### config.mk
export PLATFORM = sky130hd
export DESIGN_NAME = sfb_supply_fault_status_bank
export DESIGN_NICKNAME = d
export VERILOG_FILES = /design/src/sfb_pkg.sv /design/src/sfb_supply_fault_status_bank.sv
export SDC_FILE = /design/constraint.sdc
export NUM_CORES = 1
export LEC_CHECK = 0
export ABC_AREA = 1
export CAP_MARGIN = 20
export CORE_ASPECT_RATIO = 1.75
export CORE_UTILIZATION = 50
export DETAILED_ROUTE_END_ITERATION = 6
export DONT_BUFFER_PORTS = 1
export PLACE_DENSITY = 0.72
export RECOVER_POWER = 50
export SYNTH_ARGS = -nofsm -noshare
export SYNTH_HDL_FRONTEND = slang
export SYNTH_SLANG_ARGS = --single-unit
### constraint.sdc
create_clock -name clk -period 4.3 [get_ports clk]
set_clock_uncertainty 0.05 [all_clocks]
set_input_delay 0.86 -clock clk [delete_from_list [all_inputs] [get_ports clk]]
set_output_delay 0.86 -clock clk [all_outputs]
set_load 0.03 [all_outputs]
### src/sfb_pkg.sv
// Package for the supply fault status bank: offsets, field layout, reset values.
// Assumes a 32-bit APB slave with word-aligned registers.
package sfb_pkg;
    localparam int SFB_NUM_FAULTS = 8;
    localparam int SFB_REG_W = 16;
    // Register indices; byte address is four times the index
    localparam logic [7:0] SFB_IDX_FLAGS = 8'h0e;
    localparam logic [7:0] SFB_IDX_ENABLE = 8'h20;
    localparam logic [7:0] SFB_IDX_RAW = 8'h21;
    localparam logic [11:0] SFB_ADDR_FLAGS = {2'h0, SFB_IDX_FLAGS, 2'h0};
    localparam logic [11:0] SFB_ADDR_ENABLE = {2'h0, SFB_IDX_ENABLE, 2'h0};
    localparam logic [11:0] SFB_ADDR_RAW = {2'h0, SFB_IDX_RAW, 2'h0};
    // Fault pair index: flag at bit 2*i+1, clear at bit 2*i
    localparam int SFB_P_INPUT_UV = 0;
    localparam int SFB_P_INPUT_OV = 1;
    localparam int SFB_P_CORE_UV = 2;
    localparam int SFB_P_INPUT_OC = 3;
    localparam int SFB_P_PUMP_CAP = 4;
    localparam int SFB_P_PUMP = 5;
    localparam int SFB_P_SYNC = 6;
    localparam int SFB_P_CRC = 7;
    localparam logic [1:0] SFB_EN_WR_ON = 2'h3;
    localparam logic [1:0] SFB_EN_WR_OFF = 2'h1;
    localparam logic [1:0] SFB_EN_RD_ON = 2'h2;
    localparam logic [1:0] SFB_EN_RD_OFF = 2'h0;
    localparam logic [SFB_NUM_FAULTS-1:0] SFB_FLAGS_RST = 8'h00;
    localparam logic [SFB_NUM_FAULTS-1:0] SFB_EN_RST = 8'hff;
endpackage

### src/sfb_supply_fault_status_bank.sv
// Supply fault status bank: eight latched fault flags with paired clear bits,
// per-fault interrupt enables and one level interrupt, behind an APB slave.
// Assumes fault inputs are asynchronous levels from the analog monitors.
`timescale 1ns/1ps
module sfb_supply_fault_status_bank
    import sfb_pkg::*;
(
    input wire logic clk,
    input wire logic reset,
    input wire logic psel,
    input wire logic penable,
    input wire logic pwrite,
    input wire logic [11:0] paddr,
    input wire logic [31:0] pwdata,
    input wire logic [3:0] pstrb,
    output logic [31:0] prdata,
    output logic pready,
    output logic pslverr,
    input wire logic [SFB_NUM_FAULTS-1:0] fault_raw,
    output logic irq
);
    logic [SFB_NUM_FAULTS-1:0] sync1_q;
    logic [SFB_NUM_FAULTS-1:0] sync2_q;
    logic [SFB_NUM_FAULTS-1:0] flag_q, flag_d;
    logic [SFB_NUM_FAULTS-1:0] en_q, en_d;
    logic [31:0] prdata_q, prdata_d;
    logic pready_q, pready_d;
    logic pslverr_q, pslverr_d;
    logic irq_q, irq_d;
    logic setup_ph, wr_acc, low_lanes, mapped;

    function automatic logic [SFB_REG_W-1:0] spread(input logic [SFB_NUM_FAULTS-1:0] v,
                                                    input logic odd);
        logic [SFB_REG_W-1:0] r;
        r = '0;
        for (int i = 0; i < SFB_NUM_FAULTS; i++)
        begin
            r[2*i+1] = odd ? v[i] : 1'b0;
            r[2*i] = odd ? 1'b0 : v[i];
        end
        return r;
    endfunction

    function automatic logic [SFB_REG_W-1:0] en_view(input logic [SFB_NUM_FAULTS-1:0] v);
        logic [SFB_REG_W-1:0] r;
        r = '0;
        for (int i = 0; i < SFB_NUM_FAULTS; i++)
        begin
            r[2*i+:2] = v[i] ? SFB_EN_RD_ON : SFB_EN_RD_OFF;
        end
        return r;
    endfunction

    // Fault monitors are outside this clock domain
    always_ff @(posedge clk)
    begin
        if (reset)
        begin
            sync1_q <= '0;
            sync2_q <= '0;
        end
        else
        begin
            sync1_q <= fault_raw;
            sync2_q <= sync1_q;
        end
    end

    assign setup_ph = psel && !penable;
    assign wr_acc = psel && penable && pready_q && pwrite;
    assign low_lanes = pstrb[0] && pstrb[1];
    assign mapped = (paddr == SFB_ADDR_FLAGS) || (paddr == SFB_ADDR_ENABLE) ||
                    (paddr == SFB_ADDR_RAW);

    // Flags and enables
    always_comb
    begin
        flag_d = flag_q;
        en_d = en_q;
        for (int i = 0; i < SFB_NUM_FAULTS; i++)
        begin
            // Clear only when both bits of the pair are one in one write
            if (wr_acc && low_lanes && paddr == SFB_ADDR_FLAGS &&
                pwdata[2*i+1] && pwdata[2*i])
            begin
                flag_d[i] = 1'b0;
            end
            // A fault still present re-sets the flag; set wins over clear
            if (sync2_q[i])
            begin
                flag_d[i] = 1'b1;
            end
            // Values 0 and 2 leave the enable as it is
            if (wr_acc && low_lanes && paddr == SFB_ADDR_ENABLE)
            begin
                if (pwdata[2*i+:2] == SFB_EN_WR_ON)
                begin
                    en_d[i] = 1'b1;
                end
                else if (pwdata[2*i+:2] == SFB_EN_WR_OFF)
                begin
                    en_d[i] = 1'b0;
                end
            end
        end
    end

    // Bus answer: one access cycle, data captured at setup
    always_comb
    begin
        pready_d = setup_ph;
        pslverr_d = 1'b0;
        prdata_d = prdata_q;
        irq_d = |(flag_d & en_d);
        if (setup_ph)
        begin
            pslverr_d = !mapped || (pwrite && !low_lanes);
            prdata_d = '0;
            if (!pwrite)
            begin
                case (paddr)
                    SFB_ADDR_FLAGS: prdata_d = {16'h0000, spread(flag_q, 1'b1)};
                    SFB_ADDR_ENABLE: prdata_d = {16'h0000, en_view(en_q)};
                    SFB_ADDR_RAW: prdata_d = {16'h0000, spread(sync2_q, 1'b1)};
                    default: prdata_d = '0;
                endcase
            end
        end
    end

    always_ff @(posedge clk)
    begin
        if (reset)
        begin
            flag_q <= SFB_FLAGS_RST;
            en_q <= SFB_EN_RST;
            prdata_q <= '0;
            pready_q <= 1'b0;
            pslverr_q <= 1'b0;
            irq_q <= 1'b0;
        end
        else
        begin
            flag_q <= flag_d;
            en_q <= en_d;
            prdata_q <= prdata_d;
            pready_q <= pready_d;
            pslverr_q <= pslverr_d;
            irq_q <= irq_d;
        end
    end

    assign prdata = prdata_q;
    assign pready = pready_q;
    assign pslverr = pslverr_q;
    assign irq = irq_q;

    logic clr_crc_wr, half_crc_wr;
    assign clr_crc_wr = wr_acc && low_lanes && paddr == SFB_ADDR_FLAGS &&
                        pwdata[2*SFB_P_CRC+1] && pwdata[2*SFB_P_CRC];
    assign half_crc_wr = wr_acc && low_lanes && paddr == SFB_ADDR_FLAGS &&
                         (pwdata[2*SFB_P_CRC+1] != pwdata[2*SFB_P_CRC]);
endmodule // sfb_supply_fault_status_bank

==> results.ini, run 1 <==
[die]
die_x_um=53.04
die_h_um=91.33
ios=96
die_area_um2=4844
coreArea_um2=4404
start_util_pct=51.76
rows=32

[critical_path]
critPathArrivalTime_ps=3020
criticalPathCategory=input pin to flip-flop
required_ps=4480
endpoint_kind=flip-flop
cp-start-kind=input pin
critPathMaxFanout=15

[sta]
rsz0062_at_grt=no
setup_slack_ps=1454
tightest_slew_ps=1291
drv_slew=0
max_freq_mhz=351.4
slew-limit-headroom_pct=13.58
period_share_pct=66.19
tns_ps=0
min_period_ps=2846
hold_viol=0
setup_viol=0

[yosys]
synth.distinct_cells=29
synth.cells.most_frequent=nand2_1, inv_1, dfxtp_1
ys_top_cells_by_area=dfxtp_1, nand2_1, inv_1, buf_4, a21oi_1
syn_inst=328
synth_edf_count=0
yosysSeqAreaShare_pct=37.76
ys_seq_elements=43
post_synth.cell_area_avg_um2=6.950
yosysMostFrequentCell=nand2_1
syn-cell-area_um2=2280
yosys_warnings=0
synth.top_cell.area_share_pct=37.76
async_flop_share_pct=0
synth_largest_area_cell=dfxtp_1
synth-main-ff-cell=dfxtp_1

[clocking]
clock_latency_ps=290
htree_levels=2
clockBufferDepth=2
cts_made_buffers=5
clock_sinks=43
root_buffer=clkbuf_8
post_cts.repair.setup_buffers=0
cts_resized=0
clk_pin_slew_worst_paths_ps=70
hold_buffers=0
cts_tree=done

[drt]
drtIter0Drc=56
routedWlPerCell_um=11.38
drc=0
wl_um=4326
dr.pass1.iters=5
routed_via_density=4.805
postRouteAntennaNets=0
vias=1826

[placed_design]
pre_cts_ws_ps=1795
gp_congestion=0.8568
numPortBuffers=0
hpwl_um=3251

[power]
p_leak_nw=1.217
powerDensity_nw_per_um2=365.6
ir_drop_mv=0.3887

[job]
maxCapViolations=0

[finish]
areaGrowthSynthToFinish_pct=2.579
antennaDiodeCount=0
nets=389
seq_area_um2=860.8
fillCellCount=449
multiInputGateArea_um2=1033
final_layout_size_suffix_gt1_share_pct=8.511

[global_routing]
grt_pass1_vias=1581
grt_pass1_wl_um=6699
grt_start_max_net_pins=36
grtUsageTotal_pct=19.15
overflow=0
antenna_found_initial=0

[outcome]
status=completed

[hold_path]
min_path_type=flip-flop to flip-flop

## placed cells by master (no fill, tap or decap)
master,instances
inv_1,62
clkbuf_8,5
nand3_1,1
nand4_1,11
nor3b_4,1
nor2_4,4
dfxtp_1,43
a21oi_1,17
inv_2,3
o21ai_1,1
mux2i_1,4
conb_1,24
bufinv_16,2
nand2_4,1
o221ai_1,8
o21ai_0,3
a21boi_0,1
mux2_2,1
nand3_4,1
nand2_1,100
nor2_1,23
nand4_2,1
clkbuf_1,1
nor2_2,3
nand3_2,2
nand2_2,4
clkinv_1,1
nor3_1,1
## final timing paths
kind,start,endpoint,slack [ps],cells after the start
worst max register to register,pready,irq,2050,13
worst max-delay path,paddr[10],prdata[11],1450,8
worst min-delay path,sync1_q[3],sync2_q[3],350,2
worst min register to register,sync1_q[3],sync2_q[3],350,2
## per-layer routing
| metal | share of wire (%) | vias to the layer above | track usage [%] |
|---|---|---|---|
| met4 | 3.8 | 0 | 11.18 |
| met1 | 38 | 787 | 18.84 |
| met3 | 5.9 | 16 | 3.853 |
| met5 | 0 | - | 0 |
| li1 | - | 946 | - |
| met2 | 53 | 77 | 34.49 |
## where the power goes
group	total, W	switching [W]	internal (W)
logic	0.0000732	0.0000552	0.0000180
clock network	0.000363	0.000131	0.000232
registers	0.000418	0.00000766	0.000411
## cell type report
cell class              instances  share of cell area [%]
inverters                      66                   10.59
flip-flops and latches         43                   36.81
clock buffers                   6                   3.103
multi-input cells             212                   44.19
well taps                      51                   2.729
clock inverters                 2                   2.568
## worst max-delay path, cell delays in order
cell,delay [ps]
inv_1,30
nand2_1,60
nor2_1,960
nand4_2,350
nand3_2,180
nor3b_4,340
nand2_1,110
a21oi_1,120
## cell families after synthesis
group | count (synthesis) | synth area share (%)
compound gates | 30 | 8.013
buf+inv | 96 | 19.98
flops | 43 | 37.76
mux | 5 | 2.250
other cells | 1 | 0.1645
simple gates | 153 | 31.83
## flip-flops by register name, summed over array words and instances (netlist names)
name and count:
en_q 8, flag_q 8, irq 1, prdata 8
pready 1, pslverr 1, sync1_q 8, sync2_q 8
## stage by stage
stage	instances	total power (W)	hold slack, ps	utilization, %	cell area, µm²
6_report	380	0.0008549	352.1	53.10	2338
5_1_grt	380	0.0008912	368.6	53.10	2338
4_1_cts	380	0.0008644	352.9	53.47	2355
3_5_place_dp	372	0.0005021	342.2	50.45	2222
3_3_place_gp	372	0.0005009	339.5	50.45	2222
2_1_floorplan	351	0.0005154	338.3	-	2366
Note: power is estimated with default switching activity, not from simulation.
==> inputs of run 2 (changes only) <==
ABC_AREA = 0   (was 1)
clock period = 2.7 ns   (was 4.3 ns; I/O delays follow)
==> run 2 against run 1 <==
Design area down 13%. Via count down 22%. First-iteration DRC count down 57%.
==> results.ini, run 2 <==
[sta]
whs_ps=258.7  ; -93.34 ps
rsz0062_at_grt=no
drv_slew=0  ; unchanged
tightest_slew_ps=523.0  ; -768.5 ps
setup_slack_ps=423.7  ; -1030 ps
hold_viol=0  ; unchanged
min_period_ps=2276
setup_viol=0  ; unchanged
period_share_pct=84.31
max_freq_mhz=439.3
slew-limit-headroom_pct=65.07  ; +51 points
tns_ps=0  ; unchanged

[finish]
areaGrowthSynthToFinish_pct=2.730
final_layout_size_suffix_gt1_share_pct=12.15  ; +3.6 points
antennaDiodeCount=0  ; unchanged
mostFrequentLayoutCell=dfxtp_1
nets=274  ; -30%
final_util_pct=54.70  ; +1.6 points
final_cell_mix=dfxtp_1, conb_1, nor2_1, nor2b_1, mux2i_1

[yosys]
synth_edf_count=0  ; unchanged
async_flop_share_pct=0  ; unchanged
synth.cells.most_frequent=dfxtp_1, buf_4, nor2_1, nor2b_1, mux2i_1
synth.top_cell.area_share_pct=43.68  ; +5.9 points
yosys_warnings=0  ; unchanged
yosysSeqAreaShare_pct=43.68  ; +5.9 points
yosysMostFrequentCell=dfxtp_1
ys_top_cells_by_area=dfxtp_1, buf_4, mux2i_1, nor2b_1, a22oi_1
ys_seq_elements=43  ; unchanged
syn-cell-area_um2=1971  ; -14%
syn_inst=212  ; -35%
synth_largest_area_cell=dfxtp_1
post_synth.cell_area_avg_um2=9.295  ; +34%
synth.distinct_cells=38  ; +31%
synth-main-ff-cell=dfxtp_1

[die]
start_util_pct=53.25  ; +1.5 points
coreArea_um2=3701  ; -16%
rows=29  ; -9.4%
die_x_um=49.46  ; -6.8%
die_h_um=85.05  ; -6.9%
die_area_um2=4206  ; -13%
ios=96  ; unchanged

[drt]
postRouteAntennaNets=0  ; unchanged
dr.pass1.iters=4  ; -1
routed_via_density=5.485  ; +14%
drtIter0Drc=24  ; -57%
vias=1426  ; -22%
routedWlPerCell_um=14.35  ; +26%
drc=0  ; unchanged
wl_um=3731  ; -14%

[critical_path]
critPathMaxFanout=11  ; -4
worstSetupEndpoint=irq
path_depth=7  ; -1
crit_start=paddr[11]
cp-start-kind=input pin
critPathArrivalTime_ps=2380  ; -640 ps
path_cells=nor4_2 -> nand4_1 -> buf_4 -> o32ai_1 -> a21oi_1 -> a2111oi_1 -> a41oi_1
endpoint_kind=flip-flop
max_stage_delay_ps=490  ; -470 ps
cp_slowest_cell=a2111oi_1
criticalPathCategory=input pin to flip-flop
crit_family=compound AO/OA/AOI/OAI gates
reg2regPathDepth=6  ; -7
r2r-start=pready
rr_endpoint=irq
cp_num_buf_inv=1  ; unchanged
reg2reg_setup_slack_ps=470  ; -1580 ps
required_ps=2810  ; -1670 ps

[clocking]
clockBufferDepth=2  ; unchanged
cts_tree=done
post_cts.repair.setup_buffers=0  ; unchanged
clock_latency_ps=290  ; about the same
root_buffer=clkbuf_8
cts_resized=0  ; unchanged
hold_buffers=0  ; unchanged
cts_made_buffers=5  ; unchanged
clk_pin_slew_worst_paths_ps=80  ; about the same
htree_levels=2  ; unchanged
clock_sinks=43  ; unchanged

[global_routing]
grt_pass1_vias=1315  ; -17%
overflow=0  ; unchanged
grtUsageTotal_pct=18.76  ; -0.38 points
grt_pass1_wl_um=5989  ; -11%
antenna_found_initial=0  ; unchanged
grt_start_max_net_pins=44  ; +22%

[job]
maxCapViolations=0  ; unchanged

[power]
powerDensity_nw_per_um2=594.8  ; +63%
ir_drop_mv=0.4573  ; +18%
finalPower_w=0.001204  ; +41%
p_leak_nw=0.8203  ; -33%

[placed_design]
pre_cts_ws_ps=145.2  ; -1650 ps
numPortBuffers=0  ; unchanged
gp_congestion=0.8368  ; -2.3%
hpwl_um=2764  ; -15%

[hold_path]
min_path_type=input pin to flip-flop

[outcome]
status=completed

==> run 2: report_power, final <==
part           internal, W  switching [W]  total [W]
Sequential        0.000654      0.0000123   0.000666
Combinational    0.0000288      0.0000654  0.0000942
Clock             0.000233       0.000211   0.000444
==> run 2: stage by stage <==
step           cell area (µm²)  cells
2_1_floorplan             2057    235
3_3_place_gp              1924    252
3_5_place_dp              1924    252
4_1_cts                   2028    260
5_1_grt                   2024    260
6_report                  2024    260
==> run 2: final cells by class <==
| class | count | area [µm²] |
|---|---|---|
| fill | 370 | 1677 |
| multi-input combinational | 152 | 945.9 |
| sequential | 43 | 860.8 |
| clock buffer | 7 | 96.34 |
| tap | 46 | 57.56 |
| timing repair buffer | 5 | 33.78 |
| inverter | 6 | 22.52 |
| clock inverter | 1 | 7.507 |
==> run 2: per-layer routing <==
metal | vias to the layer above | routed length [µm] | track usage, %
li1 | 695 | - | -
met2 | 67 | 2011 | 34.25
met5 | - | 0 | 0
met3 | 6 | 288 | 6.272
met1 | 658 | 1372 | 18.68
met4 | 0 | 58 | 8.571
==> run 2: worst min-delay path by stage <==
stage / from / end / slack (ps) / cells after the start
3_3_place_gp: sync1_q[0] / sync2_q[0] / 370 / 1
5_1_grt: reset / sync1_q[0] / 240 / 1
2_1_floorplan: sync1_q[0] / sync2_q[0] / 360 / 1
4_1_cts: reset / sync1_q[0] / 250 / 1
6_report: reset / sync1_q[0] / 260 / 1
3_5_place_dp: sync1_q[0] / sync2_q[0] / 380 / 1
==> run 2: kinds of logic after synthesis <==
kind of cell    Yosys count  synth area share (%)
other cells               1                0.1903
simple gates             76                 22.10
flops                    43                 43.68
buf+inv                  40                 12.70
mux                      13                 6.794
compound gates           39                 14.54
==> inputs of run 3 (changes only) <==
PLACE_DENSITY = 0.75   (was 0.72)
clock period = 2 ns   (was 2.7 ns; I/O delays follow)
==> run 3 against run 2 <==
Non-clock buffer count is 8 higher. Largest power group unchanged. Core utilization is 4.1 points higher. Final cell count is 3.1% higher. Via count is 4.2% higher. Power is 32% higher. Critical path depth is 1 lower. Largest cell class unchanged. Critical path type is now flip-flop to flip-flop. First-iteration DRC count is 71% higher. Sequential share of layout area is 2.9 points lower.
==> results.ini, run 3 (same netlist as run 2, synthesis figures left out) <==
[outcome]
status=completed

[finish]
final_cell_mix=dfxtp_1, conb_1, nor2_1, nor2b_1, buf_4
multiInputGateArea_um2=1047  ; +11%
areaGrowthSynthToFinish_pct=10.41
final_layout_size_suffix_gt1_share_pct=20.72  ; +8.6 points
final_util_pct=58.79  ; +4.1 points
fin_area_um2=2176  ; +7.5%
fillCellCount=338  ; -8.6%
nets=282  ; +2.9%
antennaDiodeCount=0  ; unchanged
mostFrequentLayoutCell=dfxtp_1
seq_area_um2=862.1  ; +0.15%

[power]
p_comb_share_pct=9.3  ; +1.5 points
finalPower_w=0.001587  ; +32%
p_int_w=0.001178  ; +29%
p_leak_nw=0.8771  ; +6.9%
p_seq_share_pct=56.8  ; +1.5 points
powerDensity_nw_per_um2=729.2  ; +23%
pwr-share-clk_pct=33.9  ; -3.0 points
ir_drop_mv=0.6178  ; +35%
p_sw_w=0.0004084  ; +41%
p_sw_share_pct=25.74  ; +1.7 points

[critical_path]
critPathArrivalTime_ps=2070  ; -310 ps
endpoint_kind=flip-flop
critPathMaxFanout=2  ; -9
reg2regPathDepth=6  ; unchanged
criticalPathCategory=flip-flop to flip-flop
cp-start-kind=flip-flop
required_ps=2110  ; -700 ps

[global_routing]
grt_pass1_vias=1397  ; +6.2%
antenna_found_initial=0  ; unchanged
grt_start_max_net_pins=44  ; unchanged
grtUsageTotal_pct=19.84  ; +1.1 points
grt_pass1_wl_um=6313  ; +5.4%
overflow=0  ; unchanged

[clocking]
clock_sinks=43  ; unchanged
clockBufferDepth=2  ; unchanged
clk_pin_slew_worst_paths_ps=80  ; about the same
htree_levels=2  ; unchanged
cts_made_buffers=5  ; unchanged
hold_buffers=0  ; unchanged
root_buffer=clkbuf_8
post_cts.repair.setup_buffers=0  ; unchanged
clock_latency_ps=290  ; about the same
cts_tree=done

[placed_design]
hpwl_um=2939  ; +6.3%
numPortBuffers=0  ; unchanged
place_area_um2=2036  ; +5.8%
gp_congestion=0.7993  ; -4.5%

[sta]
hold_viol=0  ; unchanged
period_share_pct=97.74
rsz0062_at_grt=yes
max_freq_mhz=511.5
setup_viol=0  ; unchanged
min_period_ps=1955
drv_slew=0  ; unchanged

[die]
coreArea_um2=3701  ; unchanged
die_h_um=85.05  ; unchanged
rows=29  ; unchanged
start_util_pct=53.25  ; unchanged
ios=96  ; unchanged
die_x_um=49.46  ; unchanged
die_area_um2=4206  ; unchanged

[drt]
routedWlPerCell_um=15.04  ; +4.8%
dr.pass1.iters=4  ; unchanged
wl_um=4031  ; +8.0%
routed_via_density=5.545  ; +1.1%
drtIter0Drc=41  ; +71%
postRouteAntennaNets=0  ; unchanged
vias=1486  ; +4.2%
drc=0  ; unchanged

[job]
maxCapViolations=0  ; unchanged

[hold_path]
whs_path_depth=1  ; unchanged
min_path_type=input pin to flip-flop

[run 3: cell count changes in the layout (fill, tap and decap cells not counted), moves of 2 or more]
cell / delta
clkbuf_8: -2
o32ai_2: +3
o32ai_1: -3
buf_4: +8
[run 3: final cells by class]
type	instances	area share (%)
sequential	43	39.62
tap	46	2.645
inverter	6	1.035
multi-input combinational	152	48.13
clock buffer	6	3.335
clock inverter	2	0.5750
timing repair buffer	13	4.658
[run 3: what timing repair did]
item / CTS / global route
setup endpoints to repair: 1 / 1
gates resized for setup: 3 / 6
pin swaps: 1 / 4
[run 3: worst paths after layout]
check | startpoint | to | slack [ps]
setup / recovery | pready | irq | 50
hold / removal | reset | sync1_q[0] | 120
setup reg to reg | pready | irq | 50
hold reg to reg | sync1_q[2] | sync2_q[2] | 390
[run 3: through the flow]
stage                     setup TNS (ps)  worst slack [ps]  cells  hold slack (ps)
final                                  0             45.13    268            117.9
after global routing              -1.897            -1.897    268            102.5
after CTS                              0             20.39    268            112.4
after detailed placement          -468.3            -277.1    260            371.8
after global placement            -402.4            -249.5    260            371.7
after floorplan                        0             2.613    235            363.8
[run 3: critical path, stage by stage (launching register included)]
cell and delay (ps):
dfxtp_2 330, and4_4 230, nor3b_4 210, and3_4 210, mux2_4 310, a2111oi_4 320
a41oi_2 160
[run 3: power groups by stage]
stage	registers (W)	logic (W)	clock network [W]
floorplan	0.000920	0.000172	0
global placement	0.000920	0.000137	0
detailed placement	0.000921	0.000139	0
CTS	0.000901	0.000144	0.000546
global route	0.000904	0.000158	0.000584
finish	0.000901	0.000148	0.000538
[run 3: metal layers]
| layer | up-vias | part of all wire, % | GRT usage (%) |
|---|---|---|---|
| li1 | 713 | - | - |
| met5 | - | 0 | 0 |
| met2 | 59 | 55 | 36.99 |
| met3 | 7 | 5.4 | 5.735 |
| met1 | 707 | 37 | 19.93 |
| met4 | 0 | 2.2 | 8.312 |
